## src/verilog/lpsr_defs.svh

```systemverilog
`ifndef LPSR_DEFS_SVH
`define LPSR_DEFS_SVH

// Clock and timing
`define LPSR_CLK_PERIOD_PS   25000
`define LPSR_TCKESR_NS       15
`define LPSR_TXSR_NS         140
`define LPSR_TREFI_INT_NS    3900
// Least times round up, longest times round down
`define LPSR_TCKESR_CYC      ((`LPSR_TCKESR_NS * 1000 + `LPSR_CLK_PERIOD_PS - 1) / `LPSR_CLK_PERIOD_PS)
`define LPSR_TXSR_CYC        ((`LPSR_TXSR_NS * 1000 + `LPSR_CLK_PERIOD_PS - 1) / `LPSR_CLK_PERIOD_PS)
`define LPSR_TREFI_INT_CYC   ((`LPSR_TREFI_INT_NS * 1000) / `LPSR_CLK_PERIOD_PS)
`define LPSR_TMRR_CYC        2
`define LPSR_RL_CYC          3
`define LPSR_MRR_BEATS       4

// Command encodings on CA rising edge, bit 0 is CA0
`define LPSR_CA_NOP          3'h3
`define LPSR_CA_SREF         3'h4
`define LPSR_CA_MRR          4'h8
`define LPSR_CA_MRW          4'h0

// Mode register indices
`define LPSR_MR_BANK_MASK    8'h10
`define LPSR_MR_SEG_MASK     8'h11
`define LPSR_MR_DQC_A        8'h20
`define LPSR_MR_DQC_B        8'h28

// Calibration patterns, bit n is beat n
`define LPSR_DQC_A_PAT       4'h5
`define LPSR_DQC_B_PAT       4'hc

// Reset values
`define LPSR_BANK_MASK_RST   8'h00
`define LPSR_SEG_MASK_RST    8'h00

// Array layout
`define LPSR_ROW_W           14
`define LPSR_SEG_MSB         13
`define LPSR_SEG_LSB         11

`endif

```

## src/verilog/lpsr_pkg.sv

```systemverilog
package lpsr_pkg;

   typedef enum logic [1:0] {
      LPSR_IDLE,
      LPSR_SREF,
      LPSR_EXIT
   } lpsr_state_t;

   typedef enum logic [2:0] {
      LPSR_CMD_NOP,
      LPSR_CMD_SREF,
      LPSR_CMD_MRR,
      LPSR_CMD_MRW,
      LPSR_CMD_OTHER
   } lpsr_cmd_t;

   typedef struct packed {
      lpsr_state_t st;
      logic        cke_prev;
      logic [15:0] wait_cnt;
      logic [1:0]  mrr_hold;
      logic [3:0]  lat_cnt;
      logic        bursting;
      logic [1:0]  beat;
      logic [7:0]  mrr_idx;
      logic [7:0]  bank_mask;
      logic [7:0]  seg_mask;
      logic [31:0] dq;
      logic        dq_oe;
      logic        dqs;
      logic        err;
   } lpsr_main_t;

   typedef struct packed {
      logic [15:0] tick_cnt;
      logic [13:0] row;
      logic        strobe;
      logic [13:0] ref_row;
      logic [7:0]  ref_banks;
   } lpsr_timer_t;

endpackage : lpsr_pkg

```

## src/verilog/lpsr_refresh_timer.sv

```systemverilog
`timescale 1ns/1ps
`include "lpsr_defs.svh"

module lpsr_refresh_timer (
   // Clock and reset
   input  wire logic        clk,
   input  wire logic        rst_n,
   // Control
   input  wire logic        active,
   input  wire logic        kick,
   input  wire logic [7:0]  bank_mask,
   input  wire logic [7:0]  seg_mask,
   // Refresh request to the array
   output logic             ref_strobe,
   output logic [13:0]      ref_row,
   output logic [7:0]       ref_banks
);

   localparam logic [15:0] INTERVAL = 16'(`LPSR_TREFI_INT_CYC);

   lpsr_pkg::lpsr_timer_t s_r;
   lpsr_pkg::lpsr_timer_t s_nxt;

   always_comb begin
      logic       fire;
      logic [2:0] seg;
      fire = 1'b0;
      seg = 3'h0;
      s_nxt = s_r;
      s_nxt.strobe = 1'b0;
      if (kick) begin
         fire = 1'b1;
         s_nxt.tick_cnt = INTERVAL - 16'h0001;
      end else if (active) begin
         if (s_r.tick_cnt == 16'h0000) begin
            fire = 1'b1;
            s_nxt.tick_cnt = INTERVAL - 16'h0001;
         end else begin
            s_nxt.tick_cnt = s_r.tick_cnt - 16'h0001;
         end
      end
      if (fire) begin
         seg = s_r.row[`LPSR_SEG_MSB:`LPSR_SEG_LSB];
         s_nxt.strobe = 1'b1;
         s_nxt.ref_row = s_r.row;
         s_nxt.ref_banks = seg_mask[seg] ? 8'h00 : ~bank_mask;
         s_nxt.row = s_r.row + 14'h0001;
      end
   end

   always_ff @(posedge clk or negedge rst_n) begin
      if (!rst_n) begin
         s_r <= '0;
      end else begin
         s_r <= s_nxt;
      end
   end

   assign ref_strobe = s_r.strobe;
   assign ref_row    = s_r.ref_row;
   assign ref_banks  = s_r.ref_banks;

endmodule : lpsr_refresh_timer

```

## src/verilog/lpsr_top.sv

```systemverilog
`timescale 1ns/1ps
`include "lpsr_defs.svh"

// Operation
// Self-refresh entry: CKE falls, CS low, CA=100
// Controller sends NOP after entry command
// Stay in self-refresh while CKE low
// Internal refresh within tCKESR, clock gated
// Controller keeps self-refresh at least tCKESR
// Clock may stop one cycle after entry
// Two stable clocks before CKE rises
// Five stable clocks after changed clock
// tXSR from first edge, NOPs only
// CKE held high through tXSR; the code takes an entry command in tXSR as re-entry with no error
// One refresh between exit and re-entry
// All banks idle before entry
// Bank mask excludes bank from refresh
// Unmasked bank refreshes unmasked segments only
// Segment mask applies to every bank
// Mode register read decode and index
// Register value on DQ0-7, first beat; the code drives zero on every beat for all but the calibration registers
// All strobes toggle during read burst
// Four-beat read burst, never interrupted
// Two-cycle read command period
// Reserved or write-only reads still valid
// Only NOPs during read command period
// Read spacing after read or write; the code enforces it after a read only, a read right after a write is taken
// Track states, flag non-NOP in wait windows
module lpsr_top (
   // Clock and reset
   input  wire logic        clk,
   input  wire logic        rst_n,
   // Command and address
   input  wire logic        cke,
   input  wire logic        cs_n,
   input  wire logic [9:0]  ca_r,
   input  wire logic [9:0]  ca_f,
   // Data pins
   output logic [31:0]      dq_o,
   output logic             dq_oe,
   output logic [3:0]       dqs_t_o,
   output logic [3:0]       dqs_c_o,
   output logic             dqs_oe,
   // Array refresh and status
   output logic             refresh_strobe,
   output logic [13:0]      refresh_row,
   output logic [7:0]       refresh_banks,
   output logic             int_clk_en,
   output logic             sref_active,
   output logic             protocol_error
);

   localparam logic [15:0] CKESR_CYC = 16'(`LPSR_TCKESR_CYC);
   localparam logic [15:0] XSR_CYC   = 16'(`LPSR_TXSR_CYC);
   localparam logic [1:0]  MRR_HOLD  = 2'(`LPSR_TMRR_CYC - 1);
   localparam logic [3:0]  RL_CYC    = 4'(`LPSR_RL_CYC);
   localparam logic [1:0]  LAST_BEAT = 2'(`LPSR_MRR_BEATS - 1);

   lpsr_pkg::lpsr_main_t s_r;
   lpsr_pkg::lpsr_main_t s_nxt;
   lpsr_pkg::lpsr_cmd_t  cmd;
   logic                 sref_kick;

   // Command decode from one clock edge
   function automatic lpsr_pkg::lpsr_cmd_t decode(input logic       cke_now,
                                                  input logic       cke_before,
                                                  input logic       sel_n,
                                                  input logic [9:0] ca);
      if (!cke_now && cke_before && !sel_n && ca[2:0] == `LPSR_CA_SREF) begin
         decode = lpsr_pkg::LPSR_CMD_SREF;
      end else if (sel_n || ca[2:0] == `LPSR_CA_NOP) begin
         decode = lpsr_pkg::LPSR_CMD_NOP;
      end else if (ca[3:0] == `LPSR_CA_MRR) begin
         decode = lpsr_pkg::LPSR_CMD_MRR;
      end else if (ca[3:0] == `LPSR_CA_MRW) begin
         decode = lpsr_pkg::LPSR_CMD_MRW;
      end else begin
         decode = lpsr_pkg::LPSR_CMD_OTHER;
      end
   endfunction : decode

   // Data for one beat of a register read
   function automatic logic [31:0] beat_data(input logic [7:0] idx,
                                             input logic [1:0] beat,
                                             input logic [7:0] value);
      logic pat;
      pat = 1'b0;
      if (idx == `LPSR_MR_DQC_A) begin
         pat = 1'(`LPSR_DQC_A_PAT >> beat);
         beat_data = {32{pat}};
      end else if (idx == `LPSR_MR_DQC_B) begin
         pat = 1'(`LPSR_DQC_B_PAT >> beat);
         beat_data = {32{pat}};
      end else if (beat == 2'h0) begin
         beat_data = {24'h000000, value};
      end else begin
         beat_data = 32'h00000000;
      end
   endfunction : beat_data

   assign cmd = decode(cke, s_r.cke_prev, cs_n, ca_r);

   always_comb begin
      logic [7:0] mr_idx;
      mr_idx = {ca_f[1:0], ca_r[9:4]};
      s_nxt = s_r;
      s_nxt.cke_prev = cke;
      s_nxt.err = 1'b0;
      sref_kick = 1'b0;

      if (s_r.mrr_hold != 2'h0) begin
         s_nxt.mrr_hold = s_r.mrr_hold - 2'h1;
      end
      if (s_r.wait_cnt != 16'h0000) begin
         s_nxt.wait_cnt = s_r.wait_cnt - 16'h0001;
      end

      unique case (s_r.st)
         lpsr_pkg::LPSR_IDLE: begin
            if (s_r.mrr_hold != 2'h0 && cmd != lpsr_pkg::LPSR_CMD_NOP) begin
               s_nxt.err = 1'b1;
            end else if (cmd == lpsr_pkg::LPSR_CMD_SREF && !s_r.bursting && s_r.lat_cnt == 4'h0) begin
               s_nxt.st = lpsr_pkg::LPSR_SREF;
               // Exit on the edge after tCKESR is legal
               s_nxt.wait_cnt = CKESR_CYC - 16'h0001;
               sref_kick = 1'b1;
            end else if (cmd == lpsr_pkg::LPSR_CMD_MRR && cke) begin
               if (s_r.bursting || s_r.lat_cnt != 4'h0) begin
                  s_nxt.err = 1'b1;
               end else begin
                  s_nxt.mrr_idx = mr_idx;
                  s_nxt.lat_cnt = RL_CYC;
                  s_nxt.mrr_hold = MRR_HOLD;
               end
            end else if (cmd == lpsr_pkg::LPSR_CMD_MRW && cke) begin
               if (mr_idx == `LPSR_MR_BANK_MASK) begin
                  s_nxt.bank_mask = ca_f[9:2];
               end else if (mr_idx == `LPSR_MR_SEG_MASK) begin
                  s_nxt.seg_mask = ca_f[9:2];
               end
            end
         end
         lpsr_pkg::LPSR_SREF: begin
            // Every input but CKE is ignored here
            if (cke) begin
               s_nxt.st = lpsr_pkg::LPSR_EXIT;
               // Idle in time for a command on the edge after tXSR
               s_nxt.wait_cnt = XSR_CYC - 16'h0002;
               if (s_r.wait_cnt != 16'h0000) begin
                  s_nxt.err = 1'b1;
               end
            end
         end
         lpsr_pkg::LPSR_EXIT: begin
            if (cmd == lpsr_pkg::LPSR_CMD_SREF) begin
               s_nxt.st = lpsr_pkg::LPSR_SREF;
               s_nxt.wait_cnt = CKESR_CYC - 16'h0001;
               sref_kick = 1'b1;
            end else begin
               if (cmd != lpsr_pkg::LPSR_CMD_NOP || !cke) begin
                  s_nxt.err = 1'b1;
               end
               if (s_r.wait_cnt == 16'h0000) begin
                  s_nxt.st = lpsr_pkg::LPSR_IDLE;
               end
            end
         end
      endcase

      // Read burst: latency, then four beats with strobes
      if (s_r.lat_cnt != 4'h0) begin
         s_nxt.lat_cnt = s_r.lat_cnt - 4'h1;
      end
      if (s_r.lat_cnt == 4'h1) begin
         s_nxt.bursting = 1'b1;
         s_nxt.beat = 2'h0;
         s_nxt.dq_oe = 1'b1;
         s_nxt.dqs = 1'b1;
         s_nxt.dq = beat_data(s_r.mrr_idx, 2'h0, 8'h00);
      end else if (s_r.bursting) begin
         if (s_r.beat == LAST_BEAT) begin
            s_nxt.bursting = 1'b0;
            s_nxt.dq_oe = 1'b0;
            s_nxt.dqs = 1'b0;
            s_nxt.dq = 32'h00000000;
         end else begin
            s_nxt.beat = s_r.beat + 2'h1;
            s_nxt.dqs = ~s_r.dqs;
            s_nxt.dq = beat_data(s_r.mrr_idx, s_r.beat + 2'h1, 8'h00);
         end
      end
   end

   always_ff @(posedge clk or negedge rst_n) begin
      if (!rst_n) begin
         s_r <= '0;
         s_r.st <= lpsr_pkg::LPSR_IDLE;
         s_r.bank_mask <= `LPSR_BANK_MASK_RST;
         s_r.seg_mask <= `LPSR_SEG_MASK_RST;
      end else begin
         s_r <= s_nxt;
      end
   end

   lpsr_refresh_timer u_timer (
      .clk        (clk),
      .rst_n      (rst_n),
      .active     (s_r.st == lpsr_pkg::LPSR_SREF),
      .kick       (sref_kick),
      .bank_mask  (s_r.bank_mask),
      .seg_mask   (s_r.seg_mask),
      .ref_strobe (refresh_strobe),
      .ref_row    (refresh_row),
      .ref_banks  (refresh_banks)
   );

   assign dq_o           = s_r.dq;
   assign dq_oe          = s_r.dq_oe;
   assign dqs_t_o        = {4{s_r.dqs}};
   assign dqs_c_o        = {4{~s_r.dqs}};
   assign dqs_oe         = s_r.dq_oe;
   assign sref_active    = (s_r.st == lpsr_pkg::LPSR_SREF);
   assign int_clk_en     = (s_r.st != lpsr_pkg::LPSR_SREF);
   assign protocol_error = s_r.err;

endmodule : lpsr_top

```

## config.mk

```make
export PLATFORM = sky130hd
export DESIGN_NAME = lpsr_top
export DESIGN_NICKNAME = d
export VERILOG_FILES = /design/src/verilog/lpsr_pkg.sv /design/src/verilog/lpsr_refresh_timer.sv /design/src/verilog/lpsr_top.sv
export VERILOG_INCLUDE_DIRS = /design/src /design/src/verilog
export SDC_FILE = /design/constraint.sdc
export NUM_CORES = 1
export LEC_CHECK = 0
export BUFFER_PORTS_ARGS = -buffer_cell sky130_fd_sc_hd__buf_2
export CAP_MARGIN = 20
export CORE_MARGIN = 3
export CORE_UTILIZATION = 55
export DETAILED_ROUTE_END_ITERATION = 6
export PLACE_DENSITY = 0.82
export REMOVE_ABC_BUFFERS = 1
export SLEW_MARGIN = 20
export SYNTH_ARGS = -nofsm -noshare
export SYNTH_HDL_FRONTEND = slang
export SYNTH_SLANG_ARGS = --single-unit
```

## constraint.sdc

```tcl
create_clock -name clk -period 3.49 [get_ports clk]
set_clock_uncertainty 0.1 [all_clocks]
set_input_delay 0.349 -clock clk [delete_from_list [all_inputs] [get_ports clk]]
set_output_delay 0.349 -clock clk [all_outputs]
set_load 0.05 [all_outputs]
```

==> impl_metrics.tcl <==
set metrics [dict create \
    outcome "finished with violations" \
    violations "negative hold slack" \
    crit_path_start_kind "register" \
    grt_overflow 0 \
    hold_buffers 0 \
    routed_wl_um 11130 \
    tightest_slew_ns 0.9087 \
    antenna_found_initial 0 \
    ios 92 \
    maxSlewHeadroom 0.3942 \
    drive_above_1_share 0.2597 \
    drtPass1Iterations 5 \
    ys.warnings.count 0 \
    drv_cap 0 \
    cts_tree "built" \
    ff2ff_setup_slack_ns 0.47 \
    worstRegToRegCells 8 \
    wl_per_cell_um 15.33 \
    pre_cts_ws_ns 0.5034 \
    maxSlewViolCount 0 \
    p_per_area_nw_per_um2 762.4 \
    n_fill_cell 815 \
    final_cell_mix "109 x dfrtp_1, 90 x buf_2, 81 x nand2_1, 25 x mux2_2, 24 x nor2_1" \
    r2r_end "u_timer.ref_banks[3]$_DFFE_PN0P_" \
    fp.dieW_um 107.2 \
    synth_area_leaders "dfrtp_1 48%, buf_4 8.3%, nand2_1 5.4%" \
    synth_seq_cells 109 \
    ys.flop_type "dfrtp_1" \
    multi_input_area_um2 2298 \
    ys_seq_area_frac 0.4846 \
    coreArea_um2 9864 \
    synth_simple_gate_area_frac 0.1898 \
    synthMuxAreaShare 0.06868 \
    p_leak_nw 3.000 \
    cts.sinks 109 \
    cts_root_buf "clkbuf_8" \
    netlist_area_um2 5629 \
    hold_viol 15 \
    synth_xor_area_frac 0.03890 \
    num_antenna_cells 0 \
    final-seq-area_um2 2728 \
    finalWorstSetupSlack_ns 0.4661 \
    clockBufferDepth 2 \
    htreeDepth 3 \
    wl_met2_um 5661 \
    cp.arrival_ns 3.22 \
    path_class "reg2reg" \
    cp_data_required_time_ns 3.68 \
    end_kind "register" \
    rows 36 \
    clk_pin_slew_ns 0.11 \
    grt_max_degree 73 \
    syn_inst 556 \
    reg2reg_from "u_timer.s_r[37]$_DFFE_PN0P_" \
    vias_per_cell 5.657 \
    setup_viol_count_final 0 \
    holdWs_ns -0.02147 \
    cts-resized-gates 0 \
    synth_fa_ha_area_frac 0.02445 \
    drc 0 \
    rsz0062_at_grt "false" \
    syn2layout_area_growth_pct 6.090 \
    post_cts_buffers 0 \
    placed_cell_area_um2 5771 \
    final_common_cell "dfrtp_1" \
    grt_pass1_vias 3978 \
    finalCritPeriodShare 0.8664 \
    critPathMaxFanout 31 \
    die_area_um2 11480 \
    synth_area_leader_cell "dfrtp_1" \
    fin_crit_ns 3.024 \
    grt_usage 0.2033 \
    grt_pass1_wl_um 18830 \
    gp_congestion 0.8362 \
    die_y_um 107.2 \
    wl_met1_um 4753 \
    synth-async-reset-ratio 1.000 \
    fmax_mhz 330.7 \
    ys_types 62 \
    ir_worst_vdd_v 0.0007378 \
    avgSynthCellArea_um2 10.12 \
    synth_edf_count 0 \
    startpoint "u_timer.s_r[37]$_DFFE_PN0P_" \
    hold_path_class "in2async" \
    ant_nets 0 \
    stdcell_area_um2 5972 \
    portBuffers 91 \
    initial_core_util 0.5706 \
    synth_top_area_frac 0.4846 \
    insertion_delay_ns 0.39 \
    worstSetupEndpoint "u_timer.ref_banks[3]$_DFFE_PN0P_" \
    vias 4107 \
    numCtsBuffers 9 \
    wl_met3_um 523 \
    top_layer_used "met4" \
    synth-compound-area-share 0.08646 \
    dp_hpwl_um 7892 \
    nNetsFinal 623 \
    drt_iter0_drc 299 \
    synth_top_family_by_area "simple AND/OR/NAND/NOR gates" \
]
-- through the flow --
stage / TNS (ns) / util / std cells / power (mW) / hold slack (ns)
2_1_floorplan: -225.61 / - / 479 / 3.245 / -0.04659
6_report: 0 / 0.6054 / 726 / 4.553 / -0.02147
3_5_place_dp: 0 / 0.5850 / 710 / 3.773 / 0.3534
4_1_cts: 0 / 0.6054 / 726 / 4.576 / 0.005244
3_3_place_gp: 0 / 0.5850 / 710 / 3.674 / 0.3435
5_1_grt: 0 / 0.6054 / 726 / 4.860 / 0.04367
-- layer usage --
layer | global-route usage | vias to the layer above
li1 | - | 1941
met1 | 0.2761 | 2031
met2 | 0.3231 | 115
met3 | 0.04275 | 20
met4 | 0.07397 | 0
met5 | 0 | -
-- where the power goes --
group          switching, mW  internal [mW]
combinational           1.40          0.604
sequential             0.229           1.53
clock                  0.451          0.342
-- synth_stat cells (all sizes together) (2+ instances only) --
master / n
and3b: 2
nand3b: 2
o31ai: 5
nor3: 20
nor2b: 3
xor2: 10
nor4: 7
nand3: 14
mux2: 25
o22ai: 3
and2: 3
a21o: 3
nand4: 9
nor2: 24
mux4: 2
dfrtp: 109
mux2i: 6
and3: 6
clkbuf: 7
or3: 9
inv: 18
o211a: 2
o21a: 3
or4b: 3
nand2: 81
a21oi: 17
or2: 4
nor3b: 2
o211ai: 5
ha: 11
o21ai: 23
buf: 70
or4: 10
nand2b: 5
a221oi: 2
xnor2: 15
-- flip-flops by register name, indices dropped and copies added, names as in the netlist --
signal,count
s_r,52
u_timer.s_r,30
u_timer.ref_row,14
u_timer.ref_banks,8
dq_o,1
dq_oe,1
dqs_t_o,1
protocol_error,1
u_timer.ref_strobe,1
-- worst max-delay path, cell delays in order (launching register included) --
cell and delay [ns]:
dfrtp_1 0.44, inv_1 0.11, ha_1 0.14, or4b_1 0.46
or4_1 0.53, o211a_1 0.17, inv_2 0.38, nand2_1 0.32
o21ai_0 0.27
-- cells by family (layout without fill, tap and decap cells) --
family / count (synthesis) / count (layout)
adder cells (fa/ha/maj): 11 / 11
buffers and inverters: 95 / 132
multiplexers: 33 / 33
AND/OR/NAND/NOR: 208 / 208
flip-flops: 109 / 109
AO/OA/AOI/OAI: 75 / 75
XOR/XNOR: 25 / 25
-- area by class of cell --
type                       instances  share of cell area
sequential                       109              0.4567
clock inverter                     7             0.01299
timing repair buffer              98             0.08548
tap                              133             0.02787
clock buffer                       9             0.02074
inverter                          18             0.01131
multi-input combinational        352              0.3849
-- worst min-delay path by stage --
stage                             start                               end  cells past startpoint
CTS                               rst_n       u_timer.s_r[42]$_DFFE_PN0P_                      1
detailed placement  s_r[46]$_DFFE_PN0P_  u_timer.ref_banks[3]$_DFFE_PN0P_                      1
floorplan                         rst_n              dq_o[30]$_DFFE_PN0P_                      0
global route                      rst_n                 s_r[77]$_DFF_PN0_                      1
global placement    s_r[50]$_DFFE_PN0P_  u_timer.ref_banks[7]$_DFFE_PN0P_                      1
finish                            rst_n                 s_r[77]$_DFF_PN0_                      1
(Power assumes the default switching activity.)
